`config.mk`:
```
export PLATFORM = sky130hd
export DESIGN_NAME = system_reset_source_logic
export DESIGN_NICKNAME = d
export VERILOG_FILES = /design/src/hw/reset_src_pkg.sv /design/src/hw/system_reset_source_logic.sv
export VERILOG_INCLUDE_DIRS = /design/src /design/src/hw
export SDC_FILE = /design/constraint.sdc
export NUM_CORES = 1
export LEC_CHECK = 0
export BUFFER_PORTS_ARGS = -buffer_cell sky130_fd_sc_hd__buf_2
export CAP_MARGIN = 10
export CORE_MARGIN = 2
export CORE_UTILIZATION = 45
export DETAILED_ROUTE_END_ITERATION = 7
export GPL_TIMING_DRIVEN = 0
export PLACE_DENSITY = 0.83
export SYNTH_ARGS = -nofsm -noshare
export SYNTH_HDL_FRONTEND = slang
export SYNTH_SLANG_ARGS = --single-unit
```
`constraint.sdc`:
```
create_clock -name i_ref_clk -period 1.6 [get_ports i_ref_clk]
set_input_delay 0.24 -clock i_ref_clk [delete_from_list [all_inputs] [get_ports i_ref_clk]]
set_output_delay 0.24 -clock i_ref_clk [all_outputs]
set_load 0.1 [all_outputs]
```
`src/hw/reset_src_defines.svh`:
```
// Constants of the reset-source block
`ifndef RESET_SRC_DEFINES_SVH
`define RESET_SRC_DEFINES_SVH
`define SERVICE_ADDR 16'hFFFF
`define PRESC_W 12
`define PRESC_TICK 12'hFF0
`define PRESC_CLR_HI 11
`define PRESC_CLR_LO 4
`define BUSDIV_W 2
`define BUSDIV_LAST 2'h3
`define BUSDIV_ZERO 2'h0
`define OSC2_PERIOD_PS 5000
`define BUS_PERIOD_PS 20000
`define BUS_DIV (`BUS_PERIOD_PS / `OSC2_PERIOD_PS)
`endif

```
`src/hw/reset_src_pkg.sv`:
```
// Types shared by the reset-source block
package reset_src_pkg;
  typedef struct packed {
    logic [15:0] addr;    // Address of the current access
    logic wr;             // Write strobe
    logic rd;             // Read strobe
    logic fetch;          // Access is an opcode fetch
    logic mapped;         // Address hits a mapped location
    logic illegal_op;     // Decoder saw an illegal instruction
    logic stop_op;        // Decoder saw the stop instruction
  } cpu_req_t;
  typedef struct packed {
    logic power_on;
    logic watchdog;
    logic bad_opcode_flag;
    logic bad_address_flag;
  } reset_cause_t;
  typedef enum logic [0:0] {
    RUN_S = 1'b0,
    HOLD_S = 1'b1
  } rst_state_t;
endpackage : reset_src_pkg

```
`src/hw/system_reset_source_logic.sv`:
```
// Watchdog, bad opcode and bad address reset sources with break protection
`timescale 1ns/1ps
`include "reset_src_defines.svh"
module system_reset_source_logic
  import reset_src_pkg::*;
#(
  parameter int WDOG_W = 6,
  parameter int HOLD_W = 5,
  parameter logic [HOLD_W-1:0] HOLD_CYC = 5'h1F,
  parameter int FLAG_N = 4
)(
  input wire logic i_ref_clk,                   // Doubled oscillator clock
  input wire logic i_rst_n,                     // Sync reset, active low
  input wire logic i_power_on_reset_in,         // Pulse from power-on module
  input wire cpu_req_t i_cpu,                   // CPU access and decode
  input wire logic i_stop_enable,               // Option bit, stop allowed
  input wire logic i_monitor_mode,              // Monitor mode active
  input wire logic i_rst_pin_hv,                // Reset pin at high voltage
  input wire logic i_first_interrupt_pin_hv,    // First interrupt pin high V
  input wire logic i_break_state,               // Device in break state
  input wire logic i_break_clear_enable,        // Allow flag clear in break
  input wire logic [FLAG_N-1:0] i_flag_set,     // Module flag set events
  input wire logic [FLAG_N-1:0] i_flag_arm,     // First clear step
  input wire logic [FLAG_N-1:0] i_flag_clr,     // Final clear step
  output logic o_bus_clk_en,                    // Bus clock enable pulse
  output logic o_internal_reset,                // Internal reset level
  output logic o_rst_pin_out,                   // Reset pin drive value
  output logic o_rst_pin_oe,                    // Reset pin output enable
  output reset_cause_t o_reset_cause_register,  // Reset cause flags
  output logic [WDOG_W-1:0] o_wdog_count,       // Watchdog counter
  output logic [FLAG_N-1:0] o_module_flags      // Protected module flags
);

  logic [`BUSDIV_W-1:0] div_q;
  logic bus_en_q;
  logic [`PRESC_W-1:0] presc_q;
  logic [WDOG_W-1:0] wdog_q;
  logic [1:0] hv_meta_q;
  logic [1:0] hv_q;
  rst_state_t state_q;
  logic [HOLD_W-1:0] hold_q;
  reset_cause_t cause_q;
  logic pin_out_q;
  logic [FLAG_N-1:0] flags_q;
  logic [FLAG_N-1:0] armed_q;
  logic service;
  logic presc_tick;
  logic wdog_off;
  logic wdog_ev;
  logic opc_ev;
  logic adr_ev;
  logic any_ev;
  logic clr_allow;

  // Decode of the watchdog service write
  function automatic logic is_service(input cpu_req_t req);
    return req.wr && (req.addr == `SERVICE_ADDR);
  endfunction : is_service

  // Bus clock divider, one enable every fourth fast cycle
  always_ff @(posedge i_ref_clk)
  begin
    if (!i_rst_n)
    begin
      div_q <= `BUSDIV_ZERO;
      bus_en_q <= 1'b0;
    end
    else
    begin
      div_q <= div_q + 2'h1;
      bus_en_q <= (div_q == `BUSDIV_LAST);
    end
  end

  // High voltage pin sensing, two-stage synchroniser
  always_ff @(posedge i_ref_clk)
  begin
    if (!i_rst_n)
    begin
      hv_meta_q <= 2'h0;
      hv_q <= 2'h0;
    end
    else
    begin
      hv_meta_q <= {i_first_interrupt_pin_hv, i_rst_pin_hv};
      hv_q <= hv_meta_q;
    end
  end

  // Source events, all combinational; only the pin high voltage levels come through the synchroniser
  assign service = is_service(i_cpu);
  assign presc_tick = (presc_q == `PRESC_TICK);
  assign wdog_off = (i_monitor_mode && (hv_q[0] || hv_q[1]))
                 || (i_break_state && hv_q[0]);
  assign wdog_ev = presc_tick && !wdog_off && (&wdog_q)
                && !service;
  assign opc_ev = i_cpu.illegal_op
               || (i_cpu.stop_op && !i_stop_enable);
  assign adr_ev = i_cpu.fetch && !i_cpu.mapped;
  assign any_ev = (wdog_ev || opc_ev || adr_ev) && (state_q == RUN_S);
  assign clr_allow = !i_break_state || i_break_clear_enable;

  // Prescaler, partly cleared by the service write
  always_ff @(posedge i_ref_clk)
  begin
    if (!i_rst_n || state_q == HOLD_S)
      presc_q <= '0;
    else if (service)
    begin
      presc_q[`PRESC_CLR_HI:`PRESC_CLR_LO] <= '0;
      presc_q[`PRESC_CLR_LO-1:0] <= presc_q[`PRESC_CLR_LO-1:0] + 4'h1;
    end
    else
      presc_q <= presc_q + 12'h001;
  end

  // Watchdog counter, advanced by the prescaler tick
  always_ff @(posedge i_ref_clk)
  begin
    if (!i_rst_n || state_q == HOLD_S || service || wdog_off)
      wdog_q <= '0;
    else if (presc_tick)
      wdog_q <= wdog_q + WDOG_W'(1);
  end

  // Internal reset sequencer, holds the pin low for a fixed time
  always_ff @(posedge i_ref_clk)
  begin
    if (!i_rst_n)
    begin
      state_q <= RUN_S;
      hold_q <= '0;
    end
    else
    begin
      unique case (state_q)
        RUN_S:
        begin
          if (any_ev)
          begin
            state_q <= HOLD_S;
            hold_q <= HOLD_CYC;
          end
        end
        HOLD_S:
        begin
          if (hold_q == '0)
            state_q <= RUN_S;
          else
            hold_q <= hold_q - HOLD_W'(1);
        end
      endcase
    end
  end

  // Reset cause flags, replaced by each new cause
  always_ff @(posedge i_ref_clk)
  begin
    if (!i_rst_n)
      cause_q <= '0;
    else if (i_power_on_reset_in)
      cause_q <= '{power_on: 1'b1, default: 1'b0};
    else if (any_ev)
    begin
      cause_q.power_on <= 1'b0;
      cause_q.watchdog <= wdog_ev;
      cause_q.bad_opcode_flag <= opc_ev;
      cause_q.bad_address_flag <= adr_ev;
    end
  end

  // Pin drive level is always low when enabled
  always_ff @(posedge i_ref_clk)
  begin
    pin_out_q <= 1'b0;
  end

  // Break-protected module flags, set wins over clear
  genvar g;
  generate
    for (g = 0; g < FLAG_N; g++)
    begin : g_flag
      always_ff @(posedge i_ref_clk)
      begin
        if (!i_rst_n)
        begin
          flags_q[g] <= 1'b0;
          armed_q[g] <= 1'b0;
        end
        else
        begin
          if (i_flag_set[g])
          begin
            flags_q[g] <= 1'b1;
            armed_q[g] <= 1'b0;
          end
          else if (clr_allow && i_flag_clr[g] &&
                   (armed_q[g] || i_flag_arm[g]))
          begin
            flags_q[g] <= 1'b0;
            armed_q[g] <= 1'b0;
          end
          else if (clr_allow && i_flag_arm[g] && flags_q[g])
            armed_q[g] <= 1'b1;
        end
      end
    end
  endgenerate

  // Output connections, all from flip-flops
  assign o_bus_clk_en = bus_en_q;
  assign o_internal_reset = (state_q == HOLD_S);
  assign o_rst_pin_out = pin_out_q;
  assign o_rst_pin_oe = (state_q == HOLD_S);
  assign o_reset_cause_register = cause_q;
  assign o_wdog_count = wdog_q;
  assign o_module_flags = flags_q;
endmodule : system_reset_source_logic

```
==> results.md <==
- # setup viols final: 8
- Crit Reg-Reg Endpoint: hold_q[3]$_SDFFE_PN0P_
- Mapped Nets: ~250
- Crit-path leading delay family: simple AND/OR/NAND/NOR gates
- Cell Count Post-Placement: 310
- Most frequent cells in the layout: 59 x buf_2, 34 x dfxtp_1, 28 x nor2_1, 15 x nand2_1
- Fin crit share: 105%
- Clk buf depth: 2
- Synth warn: 0
- Pint: 1.73 mW
- Sequential share of power: 47.6%
- CTS sink cnt: 43
- Slowest-stage cell, CP: dfxtp_2
- Min-Delay Endpoint: armed_q[1]$_SDFFE_PP0P_
- Syn avg cell area: 9.45 sq um
- Initial drt markers: slightly above 70
- Bufs and invs on worst path: 3
- Multi-input gate area: 0.00104 sq mm
- Clock skew: 0.00672 ns
- Drt drc: 0
- Synthesis-to-layout area growth: 34.6%
- Hold Violations, Final: 0
- Hold depth: 2
- FF-to-FF setup slack: -0.07 ns
- Clk network pwr share: a little under a third
- Final worst slack: -0.0736 ns
- Slew Limit Fails: 0
- Sw frac: between 30% and 40%
- IO Port Bufs: 58
- Cell Area, Synth: between 0.0015 and 0.002 sq mm
- Most area-consuming cells after synthesis: dfxtp_1 45%, nor2_1 5.9%, xor2_1 4.1%, ha_1 3.9%, xnor2_1 3.7%
- Setup Crit Path Kind: reg -> reg
- First-pass GRT wire length: ~7.0 mm
- Status: complete, but fails checks
- Via count: about 1700
- Total negative slack: -0.332 ns
- Pin count of the biggest net entering global routing: 15
- Layout cells sized above 1: about two fifths
- Setup crit start kind: register
- Initial Utilization: 47.4%
- Async S/R FF share, synth: 0%
- Synth area leader: dfxtp_1
- Fillcell total: between 300 and 400
- Grt total ovfl: 0
- Share of the synthesized area in the top cell type: a little under half
- Max-cap violations: 0
- Pleak: 1.12 nW
- RSZ-0062 raised after global routing: true
- Netlist cell types: between 40 and 50
- Commonest non-fill, non-tap cell in the layout: buf_2
- Layout Cells excl Fill: 330
- ANT nets after route: 0
- Die W: 69.1 microns
- Post-layout min period: 1.67 ns
- DR vias/cell: approximately 5.1
- Hold buffer count at cts: 0
- Total Wirelength: 4.23 mm
- # IOs: between 60 and 70
- Core ar.: 0.00403 sq mm
- Post-synth EDFFs: 0
- Flops & latches, synth: 43
- Critical Path Fanout Max: 3
- Drt wl/cell: 12.8 microns
- Final nets: roughly 330
- Die area: roughly 0.0048 sq mm
- WP data required: 1.82 ns
- Post-Syn Instances: 202
- HP Class: in -> reg
- R2r startpoint: presc_q[0]$_SDFF_PP0_
- Switching power total: about 0.77 mW
- Hold path startpoint: i_flag_set[1]
- TritonRoute pass-1 iters: 4
- Clock-pin slew on the worst setup and hold paths: around 0.08 ns
- Placed Area: 0.00230 sq mm
- Sequential share of the synthesized area: 45.1%
- Htree depth: 2
- Post-DP HPWL: 2.98 mm
- Final Core Density: between 60% and 70%
- Pwr dens: approximately 970 mW/mm^2
- R2R cell count: 9
- Ys flop type: dfxtp_1
- Ant diodes: 0
- Gpl congestion: 0.811
- Sequential cell area: 887 sq um
- Max VDD drop: slightly below 700 uV
- Final Instance Area: about 0.0026 sq mm
- Worst skew pair latency: 0.30 ns
- Crit-path max cell delay: 0.34 ns
- CTS Root Cell: clkbuf_8
- Crit path cell chain: inv_2 -> ha_4 -> and4bb_2 -> nand4_4 -> a211oi_4 -> buf_6 -> nor3b_4 -> buf_4 -> mux2i_1
- Vias in the first global route: 1641
- CP Capture Type: register
- GRT Util Overall: 17.9%
- Failing checks: setup timing
- Die height: 69.1 microns
- Std-Cell Rows: 23
- CTS tree: yes
- Max Clock Freq: between 500 and 600 MHz
- Comb pwr share: between 20% and 30%
- Initial antenna violation count: 0
- Number of buffers created by CTS: 5
- Worst path arrival time: around 1.9 ns
==> worst reg2reg max path: stages (launching register included) <==
cell and delay, ns:
dfxtp_2 0.34, inv_2 0.05, ha_4 0.14, and4bb_2 0.25
nand4_4 0.09, a211oi_4 0.04, buf_6 0.15, nor3b_4 0.22
buf_4 0.16, mux2i_1 0.17
==> metal layers <==
layer	global-route usage (%)	wire length, microns	vias to the layer above
met5	0	0	-
met4	7.19	68	0
met3	4.39	223	7
met2	30.3	2080	50
met1	21.6	1850	787
li1	-	-	854
==> power by group through the flow <==
stage	Combinational (mW)	Clock, mW	Sequential [mW]
after global routing	0.581	0.834	1.20
after detailed placement	0.486	0	1.21
final	0.534	0.776	1.19
after global placement	0.474	0	1.21
after CTS	0.520	0.790	1.19
after floorplan	0.259	0	1.31
==> cells by family (layout without fill, tap and decap cells) <==
kind of cell	count (synthesis)	after routing	share of synthesized area [%]
xor gates and xnor gates	17	17	7.80
adders and majority gates	6	6	3.93
buffers and inverters	16	94	4.00
DFF	43	43	45.1
and+or+nand+nor	87	87	25.0
muxes	3	3	1.57
AOI/OAI and AO/OA	29	29	12.4
other	1	1	0.197
==> stage by stage <==
stage	hold WS (ns)	setup slack (ns)	power, mW
6_report	0.120	-0.0736	2.50
3_3_place_gp	0.412	-0.139	1.68
3_5_place_dp	0.415	-0.188	1.69
2_1_floorplan	0.318	-0.124	1.57
5_1_grt	0.126	-0.188	2.61
4_1_cts	0.115	-0.0529	2.50
==> flip-flops by register name, summed over array words and instances, names as in the netlist <==
signal,flops
div_q,2
hold_q,5
o_internal_reset,1
o_module_flags,4
o_wdog_count,6
presc_q,12
o_reset_cause_register,4
hv_meta_q,2
o_bus_clk_en,1
armed_q,4
hv_q,2
==> cell type report <==
cell class / instances / area share (%)
Tap cell: 50 / 2.44
Clock buffer: 6 / 3.65
Sequential cell: 43 / 34.5
Multi-Input combinational cell: 143 / 40.3
Buffer: 7 / 1.66
Timing Repair Buffer: 70 / 15.5
Inverter: 9 / 1.32
Clock inverter: 2 / 0.536
==> how the worst max path moves through the flow <==
stage | startpoint | to | depth (start not counted) | slack [ns]
after global routing | presc_q[0]$_SDFF_PP0_ | hold_q[4]$_SDFFE_PN0P_ | 9 | -0.19
final | presc_q[0]$_SDFF_PP0_ | hold_q[3]$_SDFFE_PN0P_ | 9 | -0.07
after CTS | presc_q[0]$_SDFF_PP0_ | hold_q[4]$_SDFFE_PN0P_ | 9 | -0.05
after global placement | i_cpu[5] | o_wdog_count[2]$_SDFFE_PP0N_ | 7 | -0.14
after floorplan | o_wdog_count[1]$_SDFFE_PP0N_ | hold_q[4]$_SDFFE_PN0P_ | 6 | -0.12
after detailed placement | presc_q[0]$_SDFF_PP0_ | hold_q[4]$_SDFFE_PN0P_ | 7 | -0.19
==> timing repair <==
action | 4_1_cts | 5_1_grt
endpoints found under the setup margin | 10 | 16
gates resized for setup | 9 | 11
pin swaps | 5 | 4
setup buffers | 8 | 4
hold endpoints to repair | 0 | 0
gates cloned | 0 | 0
==> Yosys cell counts (all sizes together) (5+ instances only) <==
library cell and instances:
ha 6, a31oi 5, xnor2 8, xor2 9
nor2 30, nand3 6, and2 8, nand4 7
inv 9, dfxtp 43, nand2 15
No activity file was read; power rests on OpenSTA's default activity.
